## config.mk

```make
export PLATFORM = sky130hd
export DESIGN_NAME = amb_core
export DESIGN_NICKNAME = d
export VERILOG_FILES = /design/src/verilog/amb_pkg.sv /design/src/verilog/amb_core.sv /design/src/verilog/amb_mux_decode.sv /design/src/verilog/amb_sync.sv
export SDC_FILE = /design/constraint.sdc
export NUM_CORES = 1
export LEC_CHECK = 0
export BUFFER_PORTS_ARGS = -buffer_cell sky130_fd_sc_hd__buf_4
export CORE_UTILIZATION = 53
export DETAILED_ROUTE_END_ITERATION = 10
export HOLD_SLACK_MARGIN = 0.15
export PLACE_DENSITY = 0.86
export SLEW_MARGIN = 20
export SYNTH_ARGS = -nofsm -noshare
export SYNTH_HDL_FRONTEND = slang
export SYNTH_SLANG_ARGS = --single-unit
export TNS_END_PERCENT = 50
```

## constraint.sdc

```tcl
create_clock -name clk_i -period 4.1 [get_ports clk_i]
set_clock_uncertainty 0.15 [all_clocks]
set_input_delay 0 -clock clk_i [delete_from_list [all_inputs] [get_ports clk_i]]
set_output_delay 0 -clock clk_i [all_outputs]
set_load 0.01 [all_outputs]
```

## src/verilog/amb_pkg.sv

```systemverilog
// Shared constants, types and carriers of the converter bus interface.
package amb_pkg;

	localparam int unsigned CLK_PERIOD_NS = 5;
	localparam int unsigned CONV_TIME_NS  = 40000;
	localparam int unsigned CONV_CYCLES   = CONV_TIME_NS / CLK_PERIOD_NS;
	localparam int unsigned SAR_PERIODS   = 9;
	localparam int unsigned SYNC_W        = 51;

	localparam logic [7:0] OFF_CTRL  = 8'h00;
	localparam logic [7:0] OFF_STAT  = 8'h04;
	localparam logic [7:0] OFF_MASK  = 8'h08;
	localparam logic [7:0] OFF_STATE = 8'h0c;

	localparam int unsigned EV_DONE        = 0;
	localparam int unsigned EV_READ        = 1;
	localparam int unsigned EV_START       = 2;
	localparam int unsigned EV_W           = 3;
	localparam int unsigned CTRL_EN_BIT    = 0;
	localparam int unsigned STATE_RES_LSB  = 0;
	localparam int unsigned STATE_ADDR_LSB = 8;
	localparam int unsigned STATE_BUSY_BIT = 16;
	localparam int unsigned STATE_DONE_BIT = 17;

	localparam logic            CTRL_EN_RST = 1'b1;
	localparam logic [2:0]      MASK_RST    = 3'h0;
	localparam logic [SYNC_W-1:0] SYNC_RST  = {3'h7, 48'h0};

	localparam logic [1:0] RESP_OKAY   = 2'h0;
	localparam logic [1:0] RESP_SLVERR = 2'h2;

	localparam logic [2:0] SEL_IN1 = 3'h0;
	localparam logic [2:0] SEL_IN4 = 3'h3;
	localparam logic [2:0] SEL_GND = 3'h4;

	typedef enum logic [1:0] {
		ST_IDLE    = 2'b00,
		ST_SAMPLE  = 2'b01,
		ST_RESOLVE = 2'b11,
		ST_LOAD    = 2'b10
	} amb_state_t;

	typedef struct packed {
		logic [3:0][7:0] ch;
		logic [7:0]      gnd;
	} amb_analog_t;

	typedef struct packed {
		logic [7:0]  awaddr;
		logic        awvalid;
		logic [31:0] wdata;
		logic [3:0]  wstrb;
		logic        wvalid;
		logic        bready;
		logic [7:0]  araddr;
		logic        arvalid;
		logic        rready;
	} amb_axi_req_t;

	typedef struct packed {
		logic        awready;
		logic        wready;
		logic        bvalid;
		logic [1:0]  bresp;
		logic        arready;
		logic        rvalid;
		logic [31:0] rdata;
		logic [1:0]  rresp;
	} amb_axi_rsp_t;

endpackage // amb_pkg

```

## src/verilog/amb_core.sv

```systemverilog
// Bus control, conversion sequencer and register slave of the eight-bit converter.
// Operation
// - Low data lines are taken as mux address only while the read strobe is high.
// - Conversion done stays low until a read, or a write strobe falling with chip select low, raises it.
// - Write strobe falling with chip select low raises conversion done and arms a cycle.
// - Write strobe rising with read high latches the mux address and starts converting.
// - Read low across the whole write pulse keeps configuration and shows the old result.
// - At most 40 us after start the result is latched and done goes low.
// - Chip select and read both low raise done and put the result on the data lines.
// - The latched address picks differential, single-ended or pseudo-differential mode.
// - Differential: bit 1 picks the pair, bit 0 picks which input is positive.
// - Single-ended: bits 1:0 pick the positive input against the ground reference.
// - Pseudo-differential: bits 1:0 pick input 1 to 3 against input 4.
// - A positive input below the negative input converts to all zeros.
// - The result is an eight-bit code with 256 steps over the reference span.
// - The positive input is sampled, the negative one half an internal period later.
module amb_core #(
	parameter int unsigned CONV_CYC = amb_pkg::CONV_CYCLES
) (
	input  wire logic                  clk_i,
	input  wire logic                  srst_i,
	input  wire amb_pkg::amb_axi_req_t axi_req_i,
	output amb_pkg::amb_axi_rsp_t      axi_rsp_o,
	input  wire logic                  chip_select_n_i,
	input  wire logic                  write_strobe_n_i,
	input  wire logic                  read_strobe_n_i,
	input  wire logic [7:0]            bus_data_lines_i,
	output logic [7:0]                 bus_data_lines_o,
	output logic                       bus_data_lines_oe_o,
	input  wire amb_pkg::amb_analog_t  analog_i,
	output logic                       conversion_done_n_o,
	output logic                       irq_o
);

	localparam int unsigned HALF_RAW = CONV_CYC / (2 * amb_pkg::SAR_PERIODS);
	localparam logic [15:0] HALF_C   = 16'((HALF_RAW < 1) ? 1 : HALF_RAW);
	localparam logic [15:0] PER_C    = 16'(2 * ((HALF_RAW < 1) ? 1 : HALF_RAW));

	typedef struct packed {
		logic                  cs_n;
		logic                  wr_n;
		logic                  rd_n;
		logic [4:0]            addr_in;
		logic [4:0]            addr;
		logic                  wr_act;
		logic                  rd_low_all;
		amb_pkg::amb_state_t   st;
		logic [15:0]           cnt;
		logic [2:0]            bitn;
		logic [7:0]            pos;
		logic [7:0]            neg;
		logic [7:0]            code;
		logic [7:0]            result;
		logic                  done_n;
		logic [7:0]            db;
		logic                  db_oe;
		logic                  ctrl_en;
		logic [2:0]            stat;
		logic [2:0]            mask;
		logic                  irq;
		logic                  aw_got;
		logic [7:0]            awaddr;
		logic                  w_got;
		logic [31:0]           wdata;
		logic [3:0]            wstrb;
		amb_pkg::amb_axi_rsp_t rsp;
	} amb_core_state_t;

	amb_core_state_t q;
	amb_core_state_t d;

	logic [amb_pkg::SYNC_W-1:0] sync_q;
	logic                       cs_s;
	logic                       wr_s;
	logic                       rd_s;
	logic [7:0]                 db_s;
	amb_pkg::amb_analog_t       an_s;
	logic [2:0]                 pos_sel;
	logic [2:0]                 neg_sel;

	// Picks the synchronised level of one input or of the ground reference.
	function automatic logic [7:0] pick(input amb_pkg::amb_analog_t a, input logic [2:0] s);
		pick = (s == amb_pkg::SEL_GND) ? a.gnd : a.ch[s[1:0]];
	endfunction

	amb_sync #(
		.W   (amb_pkg::SYNC_W),
		.RST (amb_pkg::SYNC_RST)
	) u_sync (
		.clk_i  (clk_i),
		.srst_i (srst_i),
		.d_i    ({chip_select_n_i, write_strobe_n_i, read_strobe_n_i, bus_data_lines_i, analog_i}),
		.q_o    (sync_q)
	);

	assign {cs_s, wr_s, rd_s, db_s, an_s} = sync_q;

	amb_mux_decode u_decode (
		.mux_address_bits_i (q.addr),
		.pos_sel_o          (pos_sel),
		.neg_sel_o          (neg_sel)
	);

	logic                  fall_wr;
	logic                  rise_wr;
	logic                  read_on;
	logic [2:0]            ev;
	logic [7:0]            diff;
	logic [7:0]            trial;
	logic [amb_pkg::EV_W-1:0] wclr;

	always_comb begin
		d       = q;
		ev      = '0;
		wclr    = '0;
		fall_wr = q.wr_n & ~wr_s;
		rise_wr = ~q.wr_n & wr_s;
		read_on = ~cs_s & ~rd_s;
		diff    = (q.pos > q.neg) ? 8'(q.pos - q.neg) : 8'h00;
		trial   = q.code | 8'(8'h01 << q.bitn);
		d.cs_n  = cs_s;
		d.wr_n  = wr_s;
		d.rd_n  = rd_s;

		// The shared lines carry data while read is low, so they are ignored then.
		if (rd_s) begin
			d.addr_in = db_s[4:0];
		end

		if (fall_wr && !cs_s) begin
			d.wr_act     = 1'b1;
			d.rd_low_all = ~rd_s;
			d.done_n     = 1'b1;
		end else if (q.wr_act && rd_s) begin
			d.rd_low_all = 1'b0;
		end

		// Reading clears the flag before the sequencer below may set it again.
		if (read_on) begin
			d.done_n = 1'b1;
			if (!q.db_oe) begin
				ev[amb_pkg::EV_READ] = 1'b1;
			end
		end
		d.db_oe = read_on;
		d.db    = q.result;

		unique case (q.st)
			amb_pkg::ST_IDLE: begin
			end
			amb_pkg::ST_SAMPLE: begin
				d.cnt = 16'(q.cnt + 16'h0001);
				if (q.cnt == 16'h0000) begin
					d.pos = pick(an_s, pos_sel);
				end
				if (q.cnt == HALF_C) begin
					d.neg = pick(an_s, neg_sel);
				end
				if (q.cnt == 16'(PER_C - 16'h0001)) begin
					d.st   = amb_pkg::ST_RESOLVE;
					d.cnt  = '0;
					d.bitn = 3'h7;
					d.code = 8'h00;
				end
			end
			amb_pkg::ST_RESOLVE: begin
				d.cnt = 16'(q.cnt + 16'h0001);
				if (q.cnt == 16'(PER_C - 16'h0001)) begin
					d.cnt = '0;
					if (trial <= diff) begin
						d.code = trial;
					end
					if (q.bitn == 3'h0) begin
						d.st = amb_pkg::ST_LOAD;
					end else begin
						d.bitn = 3'(q.bitn - 3'h1);
					end
				end
			end
			amb_pkg::ST_LOAD: begin
				d.result            = q.code;
				d.done_n            = 1'b0;
				d.st                = amb_pkg::ST_IDLE;
				ev[amb_pkg::EV_DONE] = 1'b1;
			end
		endcase

		// A new start takes over any conversion still in progress.
		if (rise_wr && q.wr_act) begin
			d.wr_act = 1'b0;
			if (!(q.rd_low_all && !rd_s)) begin
				d.addr = q.addr_in;
			end
			if (q.ctrl_en) begin
				d.st                  = amb_pkg::ST_SAMPLE;
				d.cnt                 = '0;
				ev[amb_pkg::EV_START] = 1'b1;
			end
		end

		if (q.rsp.bvalid && axi_req_i.bready) begin
			d.rsp.bvalid = 1'b0;
		end
		if (q.rsp.awready && axi_req_i.awvalid) begin
			d.aw_got = 1'b1;
			d.awaddr = axi_req_i.awaddr;
		end
		if (q.rsp.wready && axi_req_i.wvalid) begin
			d.w_got = 1'b1;
			d.wdata = axi_req_i.wdata;
			d.wstrb = axi_req_i.wstrb;
		end
		if (d.aw_got && d.w_got && !q.rsp.bvalid) begin
			d.aw_got     = 1'b0;
			d.w_got      = 1'b0;
			d.rsp.bvalid = 1'b1;
			d.rsp.bresp  = amb_pkg::RESP_OKAY;
			unique case (d.awaddr)
				amb_pkg::OFF_CTRL: begin
					if (d.wstrb[0]) begin
						d.ctrl_en = d.wdata[amb_pkg::CTRL_EN_BIT];
					end
				end
				amb_pkg::OFF_STAT: begin
					if (d.wstrb[0]) begin
						wclr = d.wdata[amb_pkg::EV_W-1:0];
					end
				end
				amb_pkg::OFF_MASK: begin
					if (d.wstrb[0]) begin
						d.mask = d.wdata[amb_pkg::EV_W-1:0];
					end
				end
				amb_pkg::OFF_STATE: begin
				end
				default: begin
					d.rsp.bresp = amb_pkg::RESP_SLVERR;
				end
			endcase
		end
		// An event in the same cycle as its clear stays set.
		d.stat        = (q.stat & ~wclr) | ev;
		d.irq         = |(d.stat & d.mask);
		d.rsp.awready = ~d.aw_got & ~d.rsp.bvalid;
		d.rsp.wready  = ~d.w_got & ~d.rsp.bvalid;

		if (q.rsp.rvalid && axi_req_i.rready) begin
			d.rsp.rvalid = 1'b0;
		end
		if (q.rsp.arready && axi_req_i.arvalid) begin
			d.rsp.rvalid = 1'b1;
			d.rsp.rdata  = 32'h0000_0000;
			d.rsp.rresp  = amb_pkg::RESP_OKAY;
			unique case (axi_req_i.araddr)
				amb_pkg::OFF_CTRL: begin
					d.rsp.rdata[amb_pkg::CTRL_EN_BIT] = q.ctrl_en;
				end
				amb_pkg::OFF_STAT: begin
					d.rsp.rdata[amb_pkg::EV_W-1:0] = q.stat;
				end
				amb_pkg::OFF_MASK: begin
					d.rsp.rdata[amb_pkg::EV_W-1:0] = q.mask;
				end
				amb_pkg::OFF_STATE: begin
					d.rsp.rdata[amb_pkg::STATE_RES_LSB +: 8]  = q.result;
					d.rsp.rdata[amb_pkg::STATE_ADDR_LSB +: 5] = q.addr;
					d.rsp.rdata[amb_pkg::STATE_BUSY_BIT]      = (q.st != amb_pkg::ST_IDLE);
					d.rsp.rdata[amb_pkg::STATE_DONE_BIT]      = q.done_n;
				end
				default: begin
					d.rsp.rresp = amb_pkg::RESP_SLVERR;
				end
			endcase
		end
		d.rsp.arready = ~d.rsp.rvalid;
	end

	always_ff @(posedge clk_i) begin
		if (srst_i) begin
			q             <= '0;
			q.cs_n        <= 1'b1;
			q.wr_n        <= 1'b1;
			q.rd_n        <= 1'b1;
			q.done_n      <= 1'b1;
			q.st          <= amb_pkg::ST_IDLE;
			q.ctrl_en     <= amb_pkg::CTRL_EN_RST;
			q.mask        <= amb_pkg::MASK_RST;
		end else begin
			q <= d;
		end
	end

	assign axi_rsp_o           = q.rsp;
	assign bus_data_lines_o    = q.db;
	assign bus_data_lines_oe_o = q.db_oe;
	assign conversion_done_n_o = q.done_n;
	assign irq_o               = q.irq;

endmodule // amb_core

```

## src/verilog/amb_mux_decode.sv

```systemverilog
// Decoder from the latched mux address to the positive and negative input selections.
module amb_mux_decode (
	input  wire logic [4:0] mux_address_bits_i,
	output logic [2:0]      pos_sel_o,
	output logic [2:0]      neg_sel_o
);

	logic [1:0] lo;
	logic [2:0] odd_ch;
	logic [2:0] even_ch;

	// Bit 4 only exists on the wider part; the four-input selector ignores it.
	always_comb begin
		lo      = mux_address_bits_i[1:0];
		odd_ch  = {1'b0, mux_address_bits_i[1], 1'b0};
		even_ch = {1'b0, mux_address_bits_i[1], 1'b1};
		if (!mux_address_bits_i[2]) begin
			pos_sel_o = mux_address_bits_i[0] ? even_ch : odd_ch;
			neg_sel_o = mux_address_bits_i[0] ? odd_ch : even_ch;
		end else if (!mux_address_bits_i[3]) begin
			pos_sel_o = {1'b0, lo};
			neg_sel_o = amb_pkg::SEL_GND;
		end else if (lo == 2'h3) begin
			// Both sides on input 4 give a steady zero code for the unused code.
			pos_sel_o = amb_pkg::SEL_IN4;
			neg_sel_o = amb_pkg::SEL_IN4;
		end else begin
			pos_sel_o = {1'b0, lo};
			neg_sel_o = amb_pkg::SEL_IN4;
		end
	end

endmodule // amb_mux_decode

```

## src/verilog/amb_sync.sv

```systemverilog
// Two-stage synchroniser for inputs that arrive from outside the clock domain.
module amb_sync #(
	parameter int unsigned     W   = 1,
	parameter logic [W-1:0]    RST = '0
) (
	input  wire logic         clk_i,
	input  wire logic         srst_i,
	input  wire logic [W-1:0] d_i,
	output logic [W-1:0]      q_o
);

	typedef struct packed {
		logic [W-1:0] s1;
		logic [W-1:0] s2;
	} amb_sync_state_t;

	amb_sync_state_t q;
	amb_sync_state_t d;

	// The first stage feeds only the second one.
	always_comb begin
		d    = q;
		d.s1 = d_i;
		d.s2 = q.s1;
	end

	always_ff @(posedge clk_i) begin
		if (srst_i) begin
			q.s1 <= RST;
			q.s2 <= RST;
		end else begin
			q <= d;
		end
	end

	assign q_o = q.s2;

endmodule // amb_sync
```

==> impl_metrics.yaml, run 1 <==
final_layout:
  layout.nets: 1245
  layout_commonest_cell: "dfxtp_1"
  antenna_cells: 0
  final_cells: 1336
  layout_common_cells: "216 x dfxtp_1, 151 x dlygate4sd3_1, 112 x nor2b_1"
  area_growth_pct: 31.44
  fin_util: 0.7228
  drive_above_1_share: 0.1589
  fillCellCount: 1002
pwr:
  switching_share: 0.2202
  power_w: 0.004392
  p_comb_frac: 0.079
  p_switching_w: 0.0009674
  p_per_area_nw_per_um2: 378.5
  p_int_w: 0.003425
  clockPowerShare: 0.422
  ir_drop_mv: 0.3112
  p_seq_frac: 0.499
  p_leak_nw: 4.847
min_path:
  hp-class: "primary input to flip-flop"
route:
  antenna_left: 0
  dr.pass1.iters: 6
  wl_met2_um: 12350
  topRoutingLayerUsed: "met4"
  viasPerCell: 5.345
  drtIter0Drc: 722
  routed_wl_um: 23330
  wl_per_cell_um: 17.46
  met1_length_um: 8659
  route.detailed.drc: 0
  wl_met3_um: 1278
  vias: 7141
global_routing:
  grt_pass1_vias: 7447
  grt_max_degree: 134
  antenna_found_initial: 0
  grt_usage: 0.2861
  grt_overflow_total: 0
  grt_pass1_wl_um: 37390
logic_synthesis:
  syn_area_um2: 8830
  ys_types: 55
  syn_area_per_cell_um2: 9.822
  yosysSeqAreaShare: 0.4897
  synth_seq_cells: 216
  netlist_instances: 899
  ys.flop_type: "dfxtp_1"
  yosys_warnings: 0
  synthArstFlopShare: 0
  synth-edff-count: 0
timing:
  setup_tns_ps: 0
  period_minus_slack_ps: 3754
  layout_setup_ws_ps: 346.5
  fmax_ghz: 0.2664
  period_share: 0.9155
  rsz0062_at_grt: "no"
  tightest_slew_ps: 1000
  slew_viol_final: 0
  setup_viol: 0
  slew_headroom: 0.3333
  hold_violations: 0
floorplanning:
  num_io_pins: 162
  die_area_um2: 17180
  die_height_um: 131.1
  num_rows: 46
  die_w_um: 131.1
  initial_utilization: 0.5499
  core_area_um2: 16060
placed_design:
  detailed_place_hpwl_um: 11230
  dp_worst_setup_slack_ps: 313.0
  place_inst: 1152
  io_buffer_count: 107
  place_congestion: 0.8098
outcome:
  outcome: "complete, no violations"
critical_path:
  crit_path_max_incr_delay_ps: 440
  worstPathCellList: "inv_1, ha_1, nor2b_1, o21a_1, o21ai_1, a21oi_1, o31a_1, buf_4, nor2b_1, ha_1, nor2b_1, o21a_1, o21ai_0, a2111o_1, nand3_1, mux2_2"
  cpMaxStageDelayCell: "a2111o_1"
  critical_path.startpoint_type: "flip-flop"
  cp.required_ps: 4330
  arrival_ps: 3980
  worstPathMaxFanout: 6
  endpoint_kind: "flip-flop"
  cp_common_cell: "nor2b_1"
  crit_type: "flip-flop to flip-flop"
clocking:
  path_clk_slew_ps: 60
  h-tree-depth: 1
  cts_tree: "built"
  cts_buffer_depth: 3
  numCtsBuffers: 21
  insertion_delay_ps: 490
  root_buffer: "clkbuf_16"
  cts.sinks: 216
run:
  drv_cap: 0
## stage by stage
step                cell area [um^2]  hold WS [ps]
global route                   11610         273.4
global placement                9447         38.04
finish                         11610         248.4
CTS                            11600         205.2
detailed placement              9447         37.89
floorplan                       8897        -46.19
## flip-flops by register name, summed over array words and instances (netlist names)
signal               flops
conversion_done_n_o      1
d                        8
q                       79
bus_data_lines_oe_o      1
axi_rsp_o               22
u_sync.q_o              48
bus_data_lines_o         8
irq_o                    1
u_sync.d                48
## area by class of cell
cell class / instances / area, um^2 / share of cell area
inverter: 23 / 86.33 / 0.007439
clock inverter: 4 / 48.80 / 0.004204
multi-input combinational: 587 / 3936 / 0.3392
timing repair buffer: 262 / 2349 / 0.2024
sequential: 216 / 4324 / 0.3726
clock buffer: 28 / 591.8 / 0.05099
tap: 216 / 270.3 / 0.02329
## cell usage after synthesis (3+ instances only)
cell        n  area [um^2]
a211o_1     3        26.28
xor2_1     11        96.34
inv_1      23        86.33
nor4_1      4        25.02
nand3_1    19        95.09
o21ai_1     4        20.02
nand2_1    66        247.7
and3_1      8        50.05
a22oi_1     4        30.03
nor3_1     10        50.05
ha_1       23        287.8
mux2i_1    37        370.4
xnor2_1     4        35.03
a211oi_2    3        37.54
a21oi_1    53        265.3
mux4_2     17        382.9
o21ai_0    13        65.06
nand4_1     6        37.54
nor2_1     77        289.0
nor3b_1     3        22.52
nor2b_1   112        700.7
or2_2       8        50.05
nand2b_1   14        87.58
buf_2       5        25.02
a211oi_1    4        30.03
a21o_1      9        67.56
nand3b_1    3        22.52
mux2_2      5        56.30
clkbuf_1   32        120.1
buf_4      52        390.4
dfxtp_1   216         4324
or3_1      10        62.56
and2_1      8        50.05
## worst paths after layout
check,from,endpoint,slack (ps),cells past startpoint
min reg2reg,u_sync.d[48]$_SDFF_PP1_,u_sync.q_o[48]$_SDFF_PP1_,260,1
min,axi_req_i[17],q[46]$_SDFF_PP0_,250,4
max reg2reg,q[123]$_SDFFE_PP0P_,q[120]$_SDFFE_PP0P_,350,16
max,q[123]$_SDFFE_PP0P_,q[120]$_SDFFE_PP0P_,350,16
## critical path: cells and delay by family, from the launching register on
family / cells / cell delay (ps)
simple gates: 4 / 620
flops: 1 / 330
fa+ha+maj: 2 / 520
buf+inv: 2 / 210
mux: 1 / 350
compound gates: 7 / 1470
## routing by layer
metal | vias to the layer above | track usage
met5 | - | 0
met4 | 0 | 0.1332
met3 | 88 | 0.05885
met2 | 289 | 0.5394
met1 | 3382 | 0.3043
li1 | 3382 | -
## repair_timing
| action | in CTS | in global routing |
|---|---|---|
| setup buffers | 0 | 1 |
| endpoints found under the setup margin | 0 | 2 |
| hold buffers | 151 | 0 |
| endpoints found under the hold margin | 161 | 0 |
| gates resized for setup | 0 | 0 |
## power by group through the flow
| stage | Sequential [W] | Clock, W | Combinational [W] |
|---|---|---|---|
| 5_1_grt | 0.00219 | 0.00196 | 0.000373 |
| 3_5_place_dp | 0.00223 | 0 | 0.000211 |
| 2_1_floorplan | 0.00222 | 0 | 0.000152 |
| 3_3_place_gp | 0.00223 | 0 | 0.000208 |
| 4_1_cts | 0.00219 | 0.00184 | 0.000318 |
| 6_report | 0.00219 | 0.00185 | 0.000349 |
## logic make-up after synthesis
family                   Yosys count  share of synthesized area
AND/OR/NAND/NOR                  360                     0.2182
flip-flops                       216                     0.4897
buffers and inverters            114                    0.07213
AO/OA/AOI/OAI                    110                    0.07808
multiplexers                      59                    0.09168
adder cells (fa/ha/maj)           24                    0.03486
XOR/XNOR                          15                    0.01488
other                              1                  0.0004247
No activity file was read; power rests on OpenSTA's default activity.
==> run 2: changes to the inputs <==
--- a/config.mk
+++ b/config.mk
@@ -5,7 +5,9 @@
 export SDC_FILE = /design/constraint.sdc
 export NUM_CORES = 1
 export LEC_CHECK = 0
+export ABC_CLOCK_PERIOD_IN_PS = 4100
 export BUFFER_PORTS_ARGS = -buffer_cell sky130_fd_sc_hd__buf_4
+export CORE_MARGIN = 10
 export CORE_UTILIZATION = 53
 export DETAILED_ROUTE_END_ITERATION = 10
 export HOLD_SLACK_MARGIN = 0.15
==> run 2 against run 1 <==
Compared with the run above: clock power rose by 5%; combinational power increased by 4%; fmax decreased by 0.89%; design area increased by 2.1%; setup slack got worse by 34 ps; non-clock buffer count is 18 higher; die area is 29% higher; first-iteration DRC count decreased by 27%; final cell count up 2.2%; global-route usage down 6.7 points; wire length increased by 5.5%.
==> impl_metrics.yaml, run 2 (synthesis results as in run 1) <==
min_path:
  hold_start: "analog_i[12]"
  hp-class: "primary input to flip-flop"
  min_path_cells: 3
  min_to: "u_sync.d[12]$_SDFF_PP0_"
route:
  wl_per_cell_um: 18.04
  drtIter0Drc: 528
  antenna_left: 0
  dr.pass1.iters: 5
  route.detailed.drc: 0
  viasPerCell: 5.291
  routed_wl_um: 24620
  vias: 7222
timing:
  tightest_slew_ps: 1033
  period_minus_slack_ps: 3787
  rsz0062_at_grt: "no"
  slew_headroom: 0.3115
  hold_violations: 0
  setup_tns_ps: 0
  slew_viol_final: 0
  fmax_ghz: 0.2641
  layout_setup_ws_ps: 312.8
  setup_viol: 0
  period_share: 0.9237
placed_design:
  detailed_place_hpwl_um: 12310
  dp_worst_setup_slack_ps: 357.3
  place_congestion: 0.8288
  io_buffer_count: 107
final_layout:
  area.sequential_um2: 4324
  fillCellCount: 1038
  multi_input_area_um2: 3936
  regMostFlops: "q"
  layout_commonest_cell: "dfxtp_1"
  layout_common_cells: "216 x dfxtp_1, 170 x dlygate4sd3_1, 112 x nor2b_1"
  largest_reg_flops: 79
  layout.nets: 1263
  area_growth_pct: 34.17
  drive_above_1_share: 0.1591
critical_path:
  r2r-start: "q[129]$_SDFFE_PP0P_"
  crit_path_max_incr_delay_ps: 430
  critical_path.top_delay_family: "compound AO/OA/AOI/OAI gates"
  cp_num_cells: 16
  critical_path.startpoint_type: "flip-flop"
  arrival_ps: 4020
  crit_type: "flip-flop to flip-flop"
  critPathBufInv: 1
  ff2ff_path_depth: 16
  worstPathMaxFanout: 8
  rrSetupSlack_ps: 310
  endpoint_kind: "flip-flop"
  worstPathCellList: "inv_1, ha_1, fa_1, nor2b_1, o21a_1, o21ai_1, a21oi_1, o31a_1, nand2b_1, ha_1, nor2b_1, o21a_1, o21ai_0, a2111o_1, nand3_1, mux2_2"
  critPathLaunch: "q[129]$_SDFFE_PP0P_"
  cp.required_ps: 4330
  timing.rr.end: "q[117]$_SDFFE_PP0P_"
  cpMaxStageDelayCell: "a2111o_1"
clocking:
  cts_setup_buffers: 0
  cts_buffer_depth: 3
  numCtsBuffers: 21
  cts_tree: "built"
  cts.repair.resized: 0
  h-tree-depth: 1
  cts.sinks: 216
  insertion_delay_ps: 500
  path_clk_slew_ps: 70
  root_buffer: "clkbuf_16"
global_routing:
  grt_max_degree: 144
  grt_overflow_total: 0
  grt_usage: 0.2191
  grt_pass1_vias: 7700
  antenna_found_initial: 1
  grt_pass1_wl_um: 39710
floorplanning:
  initial_utilization: 0.5362
  die_height_um: 149.1
  die_w_um: 149.1
  num_rows: 47
  die_area_um2: 22220
  core_area_um2: 16470
  num_io_pins: 162
pwr:
  ir_drop_mv: 0.2708
  p_leak_nw: 4.976
  p_per_area_nw_per_um2: 379.6
outcome:
  outcome: "complete, no violations"
run:
  drv_cap: 0
run 2: changes by cell type in the layout (fill, tap and decap cells not counted), sizes merged:
cell | before | now
buf | 111 | 110
clkbuf | 28 | 31
inv | 23 | 24
dlygate4sd3 | 151 | 170
clkinv | 3 | 5
diode | 0 | 1
run 2: report_power, final:
| part | total, W | leakage, nW | switching, W | internal (W) |
|---|---|---|---|---|
| Combinational | 0.000364 | 2.87 | 0.000152 | 0.000211 |
| Sequential | 0.00219 | 1.76 | 0.0000350 | 0.00216 |
| Clock | 0.00194 | 0.345 | 0.000821 | 0.00112 |
| Total | 0.00450 | 4.98 | 0.00101 | 0.00349 |
run 2: worst max path at each step:
stage	end	slack, ps
after floorplan	q[117]$_SDFFE_PP0P_	540
after global placement	q[120]$_SDFFE_PP0P_	480
after detailed placement	q[117]$_SDFFE_PP0P_	360
after CTS	q[117]$_SDFFE_PP0P_	310
after global routing	q[115]$_SDFFE_PP0P_	30
final	q[117]$_SDFFE_PP0P_	310
run 2: cell type report:
cell class,instances,area share
clock inverter,7,0.005703
antenna,1,0.0002112
timing repair buffer,280,0.2137
clock buffer,31,0.05260
sequential,216,0.3650
inverter,23,0.007288
tap,220,0.02324
multi-input combinational,587,0.3323
run 2: stage by stage:
stage	hold slack (ps)	cell area, um^2	utilization	total power (W)	instances
after floorplan	-46.19	8897	-	0.002373	917
after global placement	37.01	9452	0.5740	0.002436	1156
after detailed placement	37.48	9452	0.5740	0.002443	1156
after CTS	185.9	11840	0.7193	0.004442	1364
after global routing	204.9	11850	0.7195	0.004612	1365
final	208.7	11850	0.7195	0.004497	1365
run 2: layer usage:
layer | GRT usage | up-vias | share of wire
li1 | - | 3441 | -
met1 | 0.2350 | 3466 | 0.38
met2 | 0.4119 | 255 | 0.53
met3 | 0.04399 | 60 | 0.055
met4 | 0.08243 | 0 | 0.035
met5 | 0 | - | 0
run 2: worst min-delay path, delay by kind of cell:
family / cells / cell delay [ps]
buf+inv: 2 / 670
simple gates: 1 / 140
run 2: what timing repair did:
action	in CTS	in global routing
hold buffers	170	0
setup endpoints to repair	0	0
hold endpoints to repair	153	0
